### src/rtl/serial_irq_pkg.sv
// Shared constants for the dual-channel serial interrupt and register logic.
package serial_irq_pkg;
  localparam int CHANNELS = 2;
  // Register port address bits.
  localparam int ADDR_CTRL_BIT = 0;
  localparam int ADDR_CHAN_BIT = 1;
  // Pointer values of write and read registers.
  localparam logic [2:0] PTR_RESET     = 3'h0;
  localparam logic [2:0] WREG_CMD      = 3'h0;
  localparam logic [2:0] WREG_IRQ_MODE = 3'h1;
  localparam logic [2:0] WREG_VECTOR   = 3'h2;
  localparam logic [2:0] WREG_RX_CTRL  = 3'h3;
  localparam logic [2:0] WREG_TX_CTRL  = 3'h5;
  localparam logic [2:0] RREG_MAIN     = 3'h0;
  localparam logic [2:0] RREG_RX_ERR   = 3'h1;
  localparam logic [2:0] RREG_VECTOR   = 3'h2;
  // Basic command field of the command register.
  localparam int         CMD_LSB        = 3;
  localparam int         PTR_MSB        = 2;
  localparam logic [2:0] CMD_RST_EXT    = 3'h2;
  localparam logic [2:0] CMD_CHAN_RESET = 3'h3;
  localparam logic [2:0] CMD_RST_TX     = 3'h5;
  localparam logic [2:0] CMD_ERR_RESET  = 3'h6;
  localparam logic [2:0] CMD_RETURN_FROM_IRQ_OPCODE       = 3'h7;
  // Interrupt mode register bits and enables in the rx and tx control registers.
  localparam int IRQ_EXT_EN_BIT = 0;
  localparam int IRQ_TX_EN_BIT  = 1;
  localparam int IRQ_SAV_BIT    = 2;
  localparam int IRQ_RXMODE_LSB = 3;
  localparam int RX_ENABLE_BIT  = 0;
  localparam int TX_ENABLE_BIT  = 3;
  // Values after reset.
  localparam logic [7:0] MODE_RST   = 8'h00;
  localparam logic [7:0] VECTOR_RST = 8'h00;
  // Vector modification: code bits sit at vector bits 3..1.
  localparam logic [1:0] SUB_TX    = 2'h0;
  localparam logic [1:0] SUB_EXT   = 2'h1;
  localparam logic [1:0] SUB_RX    = 2'h2;
  localparam logic [1:0] SUB_SPEC  = 2'h3;
  localparam logic [2:0] CODE_IDLE = 3'h3;
  // Two-byte return opcode watched on the data bus.
  localparam logic [7:0] RETURN_FROM_IRQ_OPCODE_FIRST  = 8'hED;
  localparam logic [7:0] RETURN_FROM_IRQ_OPCODE_SECOND = 8'h4D;
  // Delay line depths; pin edge to request output is depth plus five cycles.
  localparam int TX_EDGE_DEPTH = 2;
  localparam int RX_EDGE_DEPTH = 7;
endpackage

### src/rtl/bitclk_edge_delay.sv
// Bit clock pin synchroniser, edge detector and fixed delay line.
`timescale 1ns/1ps
module bitclk_edge_delay #(
  parameter int DEPTH  = 2,
  parameter bit RISING = 1'b1
) (
  // Clock and synchronised reset.
  input  wire logic mclk,
  input  wire logic rstSyncN,
  // Bit clock pin and its delayed edge event.
  input  wire logic bitClock,
  output logic      edgeEvt
);
  typedef struct packed {
    logic [2:0]       sy;
    logic [DEPTH-1:0] line;
  } edge_st_t;

  edge_st_t st_r;
  edge_st_t st_nxt;
  logic     edgeNow;

  // The edge detector reads the second and third stages, never the first.
  assign edgeNow = RISING ? (st_r.sy[1] & ~st_r.sy[2]) : (~st_r.sy[1] & st_r.sy[2]);

  // Shift the pin through the synchroniser and the edge through the delay line.
  always_comb begin
    st_nxt      = st_r;
    st_nxt.sy   = {st_r.sy[1:0], bitClock};
    st_nxt.line = DEPTH'({st_r.line, edgeNow});
  end

  // State register.
  always_ff @(posedge mclk or negedge rstSyncN) begin
    if (!rstSyncN) begin
      st_r <= '0;
    end else begin
      st_r <= st_nxt;
    end
  end

  assign edgeEvt = st_r.line[DEPTH-1];
endmodule

### src/rtl/irq_priority.sv
// Fixed internal priority resolver producing the vector status code.
`timescale 1ns/1ps
module irq_priority (
  // Pending sources per channel, index 0 is channel A.
  input  wire logic [1:0] rxPend,
  input  wire logic [1:0] specPend,
  input  wire logic [1:0] txPend,
  input  wire logic [1:0] extPend,
  // Resolved request and its code.
  output logic            anyPend,
  output logic [2:0]      pendCode
);
  import serial_irq_pkg::*;

  // Walk from lowest to highest priority so the later match wins.
  always_comb begin
    anyPend  = 1'b0;
    pendCode = CODE_IDLE;
    for (int ch = CHANNELS - 1; ch >= 0; ch--) begin
      if (extPend[ch]) begin
        anyPend  = 1'b1;
        pendCode = {ch == 0, SUB_EXT};
      end
      if (txPend[ch]) begin
        anyPend  = 1'b1;
        pendCode = {ch == 0, SUB_TX};
      end
      if (rxPend[ch] || specPend[ch]) begin
        anyPend  = 1'b1;
        pendCode = {ch == 0, specPend[ch] ? SUB_SPEC : SUB_RX};
      end
    end
  end
endmodule

### src/rtl/serial_irq_ctrl.sv
// Host interface of a dual serial controller: daisy chain, vectors, register pointers.
// Operation
// Device requests service by pulling its active-low request output low.
// Host acknowledges with opcode fetch and I/O request both low.
// Highest-priority peripheral has its chain enable input tied high.
// Idle and not under service: chain output follows chain input.
// Pending or under service: chain output driven low.
// Interrupt status held still while opcode fetch is low.
// During acknowledge the vector is driven only with chain input high.
// Supplying the vector sets the under-service latch until return.
// Return opcode pair seen on fetches clears the under-service latch.
// Return command to channel A command register acts like the opcode.
// Other write registers take a pointer byte then the control word.
// Low three pointer bits select the register of the next access.
// Basic command field acts from a single write.
// Any reset returns the pointer to the command register.
// Host sets no pointer in the same write as channel reset.
// Status reads other than main status need a pointer write first.
// Channel select and control/data select address the registers.
// Vector write and modified vector read exist in channel B only.
// All special receive error flags sit in one status register.
// System clock runs at least five times the serial bit rate.
// Reset input held active at least one clock cycle.
// Request or ready follows a falling tx bit clock by 5 to 9 cycles.
// Request or ready follows a rising rx bit clock by 10 to 13 cycles.
// Priority: A over B; receive, transmit, external status within a channel.
// Status-affects-vector encodes the highest pending condition into the vector.
//
// The register addresses and the plain strobed port were chosen for this implementation.
`timescale 1ns/1ps
module serial_irq_ctrl (
  // Clock and reset.
  input  wire logic                               mclk,
  input  wire logic                               rst_n,
  // Register port: bit 1 selects channel B, bit 0 selects control.
  input  wire logic [1:0]                         regAddr,
  input  wire logic [7:0]                         regWrData,
  input  wire logic                               regWrStb,
  input  wire logic                               regRdStb,
  output logic [7:0]                              regRdData,
  // Host bus and daisy chain pins.
  input  wire logic                               opcodeFetchN,
  input  wire logic                               ioRequestN,
  input  wire logic                               chainEnableIn,
  output logic                                    chainEnableOut,
  output logic                                    irqReqN,
  input  wire logic [7:0]                         busDataIn,
  output logic [7:0]                              busDataOut,
  output logic                                    busDataOe,
  // Serial bit clock pins, index 0 is channel A.
  input  wire logic [serial_irq_pkg::CHANNELS-1:0] txBitClock,
  input  wire logic [serial_irq_pkg::CHANNELS-1:0] rxBitClock,
  // Channel datapath status from same-clock logic.
  input  wire logic [serial_irq_pkg::CHANNELS-1:0] txEmpty,
  input  wire logic [serial_irq_pkg::CHANNELS-1:0] rxAvail,
  input  wire logic [serial_irq_pkg::CHANNELS-1:0] [2:0] rxErrPulse,
  input  wire logic [serial_irq_pkg::CHANNELS-1:0] extChange,
  // Ready outputs, low while a channel wants a transfer.
  output logic [serial_irq_pkg::CHANNELS-1:0]     readyN
);
  import serial_irq_pkg::*;

  typedef struct packed {
    logic [1:0]                 m1Sy;
    logic [1:0]                 ioSy;
    logic [1:0]                 ieiSy;
    logic [7:0]                 dSy0;
    logic [7:0]                 dSy1;
    logic                       m1Q;
    logic                       intaQ;
    logic                       ackSeen;
    logic [7:0]                 fetch;
    logic                       sawEd;
    logic [CHANNELS-1:0] [2:0]  ptr;
    logic [CHANNELS-1:0] [7:0]  mode;
    logic [CHANNELS-1:0]        rxEn;
    logic [CHANNELS-1:0]        txEn;
    logic [CHANNELS-1:0]        rxIp;
    logic [CHANNELS-1:0]        txIp;
    logic [CHANNELS-1:0]        exIp;
    logic [CHANNELS-1:0] [2:0]  err;
    logic [7:0]                 vec;
    logic                       pendFrz;
    logic [2:0]                 codeFrz;
    logic                       ius;
    logic                       vecOe;
    logic [7:0]                 vecOut;
    logic                       irqN;
    logic [CHANNELS-1:0]        rdyPre;
    logic [CHANNELS-1:0]        rdyN;
    logic [7:0]                 rd;
  } ctrl_st_t;

  ctrl_st_t            st_r;
  ctrl_st_t            st_nxt;
  logic [1:0]          rstPipe_r;
  logic                rstSyncN;
  logic                m1S;
  logic                ioS;
  logic                ieiS;
  logic                inta;
  logic                intaRise;
  logic                m1Rise;
  logic                retiBus;
  logic                retiCmd;
  logic                chSel;
  logic                ctlSel;
  logic [2:0]          cmdNow;
  logic [CHANNELS-1:0] txEvt;
  logic [CHANNELS-1:0] rxEvt;
  logic [CHANNELS-1:0] specPend;
  logic                anyPend;
  logic [2:0]          pendCode;
  logic [7:0]          vecMod;
  logic [7:0]          rdMux;

  // Reset release through two flip-flops.
  always_ff @(posedge mclk or negedge rst_n) begin
    if (!rst_n) begin
      rstPipe_r <= 2'b00;
    end else begin
      rstPipe_r <= {rstPipe_r[0], 1'b1};
    end
  end
  assign rstSyncN = rstPipe_r[1];

  // Synchronised host pins and decoded bus cycles.
  assign m1S      = st_r.m1Sy[1];
  assign ioS      = st_r.ioSy[1];
  assign ieiS     = st_r.ieiSy[1];
  // acknowledge decode
  assign inta     = ~m1S & ~ioS;
  assign intaRise = inta & ~st_r.intaQ;
  assign m1Rise   = m1S & ~st_r.m1Q;
  // return opcode pair
  assign retiBus  = m1Rise & ~st_r.ackSeen & st_r.sawEd & (st_r.fetch == RETURN_FROM_IRQ_OPCODE_SECOND);

  // address decode
  assign chSel  = regAddr[ADDR_CHAN_BIT];
  assign ctlSel = regAddr[ADDR_CTRL_BIT];
  assign cmdNow = regWrData[CMD_LSB +: 3];

  // Bit clock edge delays and special receive condition per channel.
  for (genvar ch = 0; ch < CHANNELS; ch++) begin : g_chan
    // tx edge delay
    bitclk_edge_delay #(
      .DEPTH  (TX_EDGE_DEPTH),
      .RISING (1'b0)
    ) u_txEdge (
      .mclk     (mclk),
      .rstSyncN (rstSyncN),
      .bitClock (txBitClock[ch]),
      .edgeEvt  (txEvt[ch])
    );
    // rx edge delay
    bitclk_edge_delay #(
      .DEPTH  (RX_EDGE_DEPTH),
      .RISING (1'b1)
    ) u_rxEdge (
      .mclk     (mclk),
      .rstSyncN (rstSyncN),
      .bitClock (rxBitClock[ch]),
      .edgeEvt  (rxEvt[ch])
    );
    assign specPend[ch] = (|st_r.err[ch]) & st_r.rxEn[ch]
                          & (st_r.mode[ch][IRQ_RXMODE_LSB +: 2] != 2'b00);
  end

  // fixed internal priority
  irq_priority u_prio (
    .rxPend   (st_r.rxIp),
    .specPend (specPend),
    .txPend   (st_r.txIp),
    .extPend  (st_r.exIp),
    .anyPend  (anyPend),
    .pendCode (pendCode)
  );

  // status modifies vector bits 3..1 when enabled in channel B.
  assign vecMod = st_r.mode[1][IRQ_SAV_BIT] ? {st_r.vec[7:4], st_r.codeFrz, st_r.vec[0]}
                                            : st_r.vec;

  // Read multiplexer; the pointer picks the status register.
  always_comb begin
    rdMux = 8'h00;
    if (ctlSel) begin
      unique case (st_r.ptr[chSel])
        RREG_MAIN: begin
          rdMux = {4'h0, st_r.exIp[chSel], txEmpty[chSel], st_r.pendFrz & ~chSel,
                   rxAvail[chSel]};
        end
        // all error flags together
        RREG_RX_ERR: begin
          rdMux = {1'b0, st_r.err[chSel], 3'b000, txEmpty[chSel]};
        end
        // vector readback in channel B
        RREG_VECTOR: begin
          rdMux = chSel ? vecMod : 8'h00;
        end
        default: begin
          rdMux = 8'h00;
        end
      endcase
    end
  end

  // Next state: synchronisers, register writes, events, chain and acknowledge.
  always_comb begin
    st_nxt       = st_r;
    retiCmd      = 1'b0;
    st_nxt.m1Sy  = {st_r.m1Sy[0], opcodeFetchN};
    st_nxt.ioSy  = {st_r.ioSy[0], ioRequestN};
    st_nxt.ieiSy = {st_r.ieiSy[0], chainEnableIn};
    st_nxt.dSy0  = busDataIn;
    st_nxt.dSy1  = st_r.dSy0;
    st_nxt.m1Q   = m1S;
    st_nxt.intaQ = inta;
    // Track the last byte of each opcode fetch, skipping acknowledge cycles.
    if (!m1S && ioS) begin
      st_nxt.fetch = st_r.dSy1;
    end
    if (inta) begin
      st_nxt.ackSeen = 1'b1;
    end
    if (m1Rise) begin
      st_nxt.ackSeen = 1'b0;
      st_nxt.sawEd   = ~st_r.ackSeen & (st_r.fetch == RETURN_FROM_IRQ_OPCODE_FIRST);
    end
    for (int ch = 0; ch < CHANNELS; ch++) begin
      if (regWrStb && ctlSel && (int'(chSel) == ch)) begin
        if (st_r.ptr[ch] == WREG_CMD) begin
          // pointer from low bits
          st_nxt.ptr[ch] = regWrData[PTR_MSB:0];
          // single write command
          unique case (cmdNow)
            CMD_RST_EXT: begin
              st_nxt.exIp[ch] = 1'b0;
            end
            // channel reset clears pointer
            CMD_CHAN_RESET: begin
              st_nxt.ptr[ch]  = PTR_RESET;
              st_nxt.mode[ch] = MODE_RST;
              st_nxt.rxEn[ch] = 1'b0;
              st_nxt.txEn[ch] = 1'b0;
              st_nxt.rxIp[ch] = 1'b0;
              st_nxt.txIp[ch] = 1'b0;
              st_nxt.exIp[ch] = 1'b0;
              st_nxt.err[ch]  = 3'b000;
            end
            CMD_RST_TX: begin
              st_nxt.txIp[ch] = 1'b0;
            end
            CMD_ERR_RESET: begin
              st_nxt.err[ch] = 3'b000;
            end
            // return command on channel A
            CMD_RETURN_FROM_IRQ_OPCODE: begin
              retiCmd = (ch == 0);
            end
            default: begin
              retiCmd = 1'b0;
            end
          endcase
        end else begin
          // second byte loads the pointed register
          unique case (st_r.ptr[ch])
            WREG_IRQ_MODE: begin
              st_nxt.mode[ch] = regWrData;
            end
            // vector register in channel B only
            WREG_VECTOR: begin
              if (ch == 1) begin
                st_nxt.vec = regWrData;
              end
            end
            WREG_RX_CTRL: begin
              st_nxt.rxEn[ch] = regWrData[RX_ENABLE_BIT];
            end
            WREG_TX_CTRL: begin
              st_nxt.txEn[ch] = regWrData[TX_ENABLE_BIT];
            end
            default: begin
              st_nxt.ptr[ch] = PTR_RESET;
            end
          endcase
          st_nxt.ptr[ch] = PTR_RESET;
        end
      end
      // pointed read returns pointer to zero
      if (regRdStb && ctlSel && (int'(chSel) == ch)) begin
        st_nxt.ptr[ch] = PTR_RESET;
      end
      // Loading the transmit data register clears its pending request.
      if (regWrStb && !ctlSel && (int'(chSel) == ch)) begin
        st_nxt.txIp[ch] = 1'b0;
      end
      // Events are applied after clears so a simultaneous set wins.
      st_nxt.rxIp[ch] = (st_nxt.rxIp[ch] & rxAvail[ch])
                        | (rxEvt[ch] & rxAvail[ch] & st_r.rxEn[ch]
                           & (st_r.mode[ch][IRQ_RXMODE_LSB +: 2] != 2'b00));
      if (txEvt[ch] && txEmpty[ch] && st_r.txEn[ch] && st_r.mode[ch][IRQ_TX_EN_BIT]) begin
        st_nxt.txIp[ch] = 1'b1;
      end
      if (extChange[ch] && st_r.mode[ch][IRQ_EXT_EN_BIT]) begin
        st_nxt.exIp[ch] = 1'b1;
      end
      st_nxt.err[ch] = st_nxt.err[ch] | rxErrPulse[ch];
    end
    // status frozen during opcode fetch
    if (m1S) begin
      st_nxt.pendFrz = anyPend;
      st_nxt.codeFrz = pendCode;
    end
    if (!inta) begin
      st_nxt.vecOe = 1'b0;
    end
    // return clears service latch
    if (retiBus || retiCmd) begin
      st_nxt.ius = 1'b0;
    end
    // vector only with chain input high
    if (intaRise && ieiS && st_r.pendFrz && !st_r.ius) begin
      st_nxt.vecOe  = 1'b1;
      st_nxt.vecOut = vecMod;
      // set service latch
      st_nxt.ius    = 1'b1;
    end
    // request output
    st_nxt.irqN   = ~(st_r.pendFrz & ~st_r.ius & ieiS);
    st_nxt.rdyPre = st_r.rxIp | st_r.txIp;
    st_nxt.rdyN   = ~st_r.rdyPre;
    st_nxt.rd     = regRdStb ? rdMux : st_r.rd;
  end

  // State register; active-low pins idle high after reset.
  always_ff @(posedge mclk or negedge rstSyncN) begin
    if (!rstSyncN) begin
      st_r      <= '0;
      st_r.m1Sy <= 2'b11;
      st_r.ioSy <= 2'b11;
      st_r.m1Q  <= 1'b1;
      st_r.vec  <= VECTOR_RST;
      st_r.irqN <= 1'b1;
      st_r.rdyN <= '1;
    end else begin
      st_r <= st_nxt;
    end
  end

  // daisy chain output
  assign chainEnableOut = ieiS & ~(st_r.pendFrz | st_r.ius);
  assign irqReqN        = st_r.irqN;
  assign busDataOut     = st_r.vecOut;
  assign busDataOe      = st_r.vecOe;
  assign readyN         = st_r.rdyN;
  assign regRdData      = st_r.rd;
endmodule

### config.mk
export PLATFORM = sky130hd
export DESIGN_NAME = serial_irq_ctrl
export DESIGN_NICKNAME = d
export VERILOG_FILES = /design/src/rtl/serial_irq_pkg.sv /design/src/rtl/bitclk_edge_delay.sv /design/src/rtl/irq_priority.sv /design/src/rtl/serial_irq_ctrl.sv
export SDC_FILE = /design/constraint.sdc
export NUM_CORES = 1
export LEC_CHECK = 0
export ABC_CLOCK_PERIOD_IN_PS = 8600
export BUFFER_PORTS_ARGS = -buffer_cell sky130_fd_sc_hd__buf_4
export CAP_MARGIN = 10
export CORE_ASPECT_RATIO = 0.75
export CORE_MARGIN = 1.5
export CORE_UTILIZATION = 53
export DETAILED_ROUTE_END_ITERATION = 10
export PLACE_DENSITY = 0.74
export SYNTH_ARGS = -nofsm -noshare
export SYNTH_HDL_FRONTEND = slang
export SYNTH_SLANG_ARGS = --single-unit
### constraint.sdc
create_clock -name mclk -period 8.6 [get_ports mclk]
set_input_delay 0.86 -clock mclk [delete_from_list [all_inputs] [get_ports mclk]]
set_output_delay 0.86 -clock mclk [all_outputs]
set_load 0.01 [all_outputs]
==> results.yml <==
synth:
  synth_area_um2: 5067
  netlist_instances: 400
  synth_edf_count: 0
  syn-num-nets: 441
  synth-seq-cells: 132
  synth_cell_types: 54
  ys_seq_area_share_pct: 65.38
  synthFlopType: "dfrtp_1"
  synthArstFlopShare_pct: 100.0
  syn_area_per_cell_um2: 12.67
  yosysWarnings: 0
critical_path:
  end_kind: "output port"
  r2r_cells: 4
  reg2reg_slack_ps: 6690
  worst_setup_path_start_kind: "register"
  reg2reg_to: "st_r[44]"
  path_class: "reg2out"
  worstReg2RegStart: "st_r[71]"
  crit_arrival_ps: 1210
  crit_required_ps: 7740
  crit_fanout: 4
cts:
  cts_tree: "yes"
  htree_levels: 4
  hold_buffers: 0
  cts_buffers: 17
  post-cts-setup-buffers: 0
  cts_buffer_depth: 2
  clkTransAtPathRegs_ps: 50
  cts_root_buffer: "clkbuf_16"
  clk_latency_ps: 400
  cts_resized: 0
  cts_sinks: 132
routing:
  drt-initial-drc-count: 234
  wire_per_inst_um: 17.38
  drc: 0
  vias: 3184
  firstDrtPassIters: 4
  wl_um: 10170
  ant_nets: 0
  vias_per_cell: 5.443
sta:
  hold_viol: 0
  finalClockSkew_ps: 6.474
  fmaxAchievable_ghz: 0.4839
  drv_slew: 0
  tightest_slew_ps: 1053
  fin_crit_sh_pct: 24.03
  min_period_ps: 2067
  setup_violations: 0
  slew_headroom_pct: 29.81
  rsz0062_at_grt: "false"
  setup-tns-final_ps: 0
finish:
  final_common_cell: "dfrtp_1"
  nNetsFinal: 485
  syn_to_final_growth_pct: 19.31
  final_cell_mix: "123 x dfrtp_1, 62 x buf_4, 31 x nand2_1"
  layout-drive-gt1-share_pct: 27.57
  antenna_cells: 0
placed_design:
  port-buffer-count: 61
  gp_congestion: 0.9056
  dpl.hpwl_um: 7091
power:
  p_sw_share_pct: 25.91
  powerDensity_nw_per_um2: 290.1
  p_int_w: 0.001300
  power_frac_seq_pct: 46.4
  power.share.combinational_pct: 14.2
  leakage_nw: 2.738
  total_power_w: 0.001754
  p_switching_w: 0.0004545
  clkPwrFrac_pct: 39.4
  max-vdd-ir-drop_mv: 0.1678
global_route:
  grt_pass1_wl_um: 16680
  grt_pass1_vias: 3186
  grt_max_degree: 91
  grt_antenna_before_repair: 0
  grt_util_all_layers_pct: 22.45
  overflow: 0
job:
  max-cap-violations: 0
floorplan:
  die_w_um: 115.9
  ios: 62
  die_h_um: 87.68
  design.core.area_um2: 9159
  num_rows: 30
  die_area_um2: 10160
  initial_core_util_pct: 55.33
hold_path:
  hp-class: "in2async"
status:
  status: "finished, final reports clean"
-- power by group through the flow --
stage,Clock [W],Combinational [W],Sequential (W)
floorplan,0,0.000201,0.000790
global placement,0,0.000243,0.000818
detailed placement,0,0.000250,0.000822
CTS,0.000703,0.000251,0.000813
global route,0.000733,0.000277,0.000829
finish,0.000691,0.000249,0.000814
-- routing by layer --
| metal | global-route usage (%) | part of all wire, % | up-vias |
|---|---|---|---|
| met3 | 7.405 | 6.9 | 8 |
| met2 | 32.35 | 45 | 123 |
| met4 | 7.428 | 1.0 | 0 |
| met1 | 32.46 | 47 | 1584 |
| met5 | 0 | 0 | - |
| li1 | - | - | 1469 |
-- per-stage QoR --
| step | hold WS, ps | util, % | worst slack, ps | std cells | area, um2 |
|---|---|---|---|---|---|
| 3_5_place_dp | 326.8 | 59.75 | 6388 | 553 | 5473 |
| 3_3_place_gp | 313.7 | 59.75 | 6450 | 553 | 5473 |
| 6_report | 233.4 | 66.01 | 6533 | 585 | 6046 |
| 5_1_grt | 208.0 | 66.01 | 6465 | 585 | 6046 |
| 2_1_floorplan | 331.2 | - | 4664 | 400 | 5067 |
| 4_1_cts | 215.0 | 66.01 | 6501 | 585 | 6046 |
-- critical path: stages, from the launching register on --
cell	delay [ps]
dfrtp_1	420
nor3b_1	230
buf_4	160
-- flip-flops by register name, indices dropped and copies added (netlist names) --
name	cells
ieiS	1
g_chan.u_txEdge.st_r	2
st_nxt	11
m1S	1
rstPipe_r	2
g_chan.u_rxEdge.edgeEvt	2
irqReqN	1
g_chan.u_rxEdge.st_r	2
busDataOut	8
busDataOe	1
readyN	2
ioS	1
g_chan.u_txEdge.edgeEvt	2
regRdData	8
st_r	66
g_chan.u_rxEdge.st_nxt	16
g_chan.u_txEdge.st_nxt	6
-- final cells by class --
class	instances	area (um2)
multi-input combinational	214	1466
tap	128	160.2
clock inverter	8	101.3
inverter	17	63.81
clock buffer	24	471.7
sequential	132	3317
timing repair buffer	62	465.4
fill	726	3113
-- worst max-delay path by stage --
stage / start / end / slack, ps / depth (start not counted)
after floorplan: rstPipe_r[1] / busDataOe / 4660 / 0
after global placement: regAddr[1] / st_r[31] / 6450 / 4
after detailed placement: regAddr[1] / st_r[34] / 6390 / 4
after CTS: st_r[26] / chainEnableOut / 6500 / 2
after global routing: st_r[26] / chainEnableOut / 6460 / 2
final: st_r[26] / chainEnableOut / 6530 / 2
-- cells in the mapped netlist, types with 5 or more instances --
cell	number	share of area, %
buf_2	6	0.59
a21o_1	7	1.0
o21ai_0	12	1.2
o22ai_1	6	0.74
o211ai_1	6	0.89
o21ai_1	6	0.59
clkbuf_1	9	0.67
a31oi_1	7	0.86
mux2_2	19	4.2
nand2_1	31	2.3
a21oi_1	5	0.49
mux2i_1	10	2.0
inv_1	17	1.3
dfrtp_1	124	61
nor3_1	10	0.99
buf_4	18	2.7
dfstp_2	8	4.1
nor2_1	18	1.3
a22o_1	14	2.4
nor2b_1	9	1.1
-- kinds of logic (layout without fill, tap and decap cells) --
| logic type | after synthesis | count (layout) | synth area share, % |
|---|---|---|---|
| AOI/OAI and AO/OA | 81 | 81 | 11.21 |
| xor gates and xnor gates | 2 | 2 | 0.3457 |
| muxes | 31 | 31 | 6.790 |
| DFF | 132 | 132 | 65.38 |
| buffers and inverters | 54 | 111 | 5.679 |
| other | 1 | 1 | 0.07400 |
| and+or+nand+nor | 99 | 99 | 10.52 |
(Power assumes the default switching activity.)
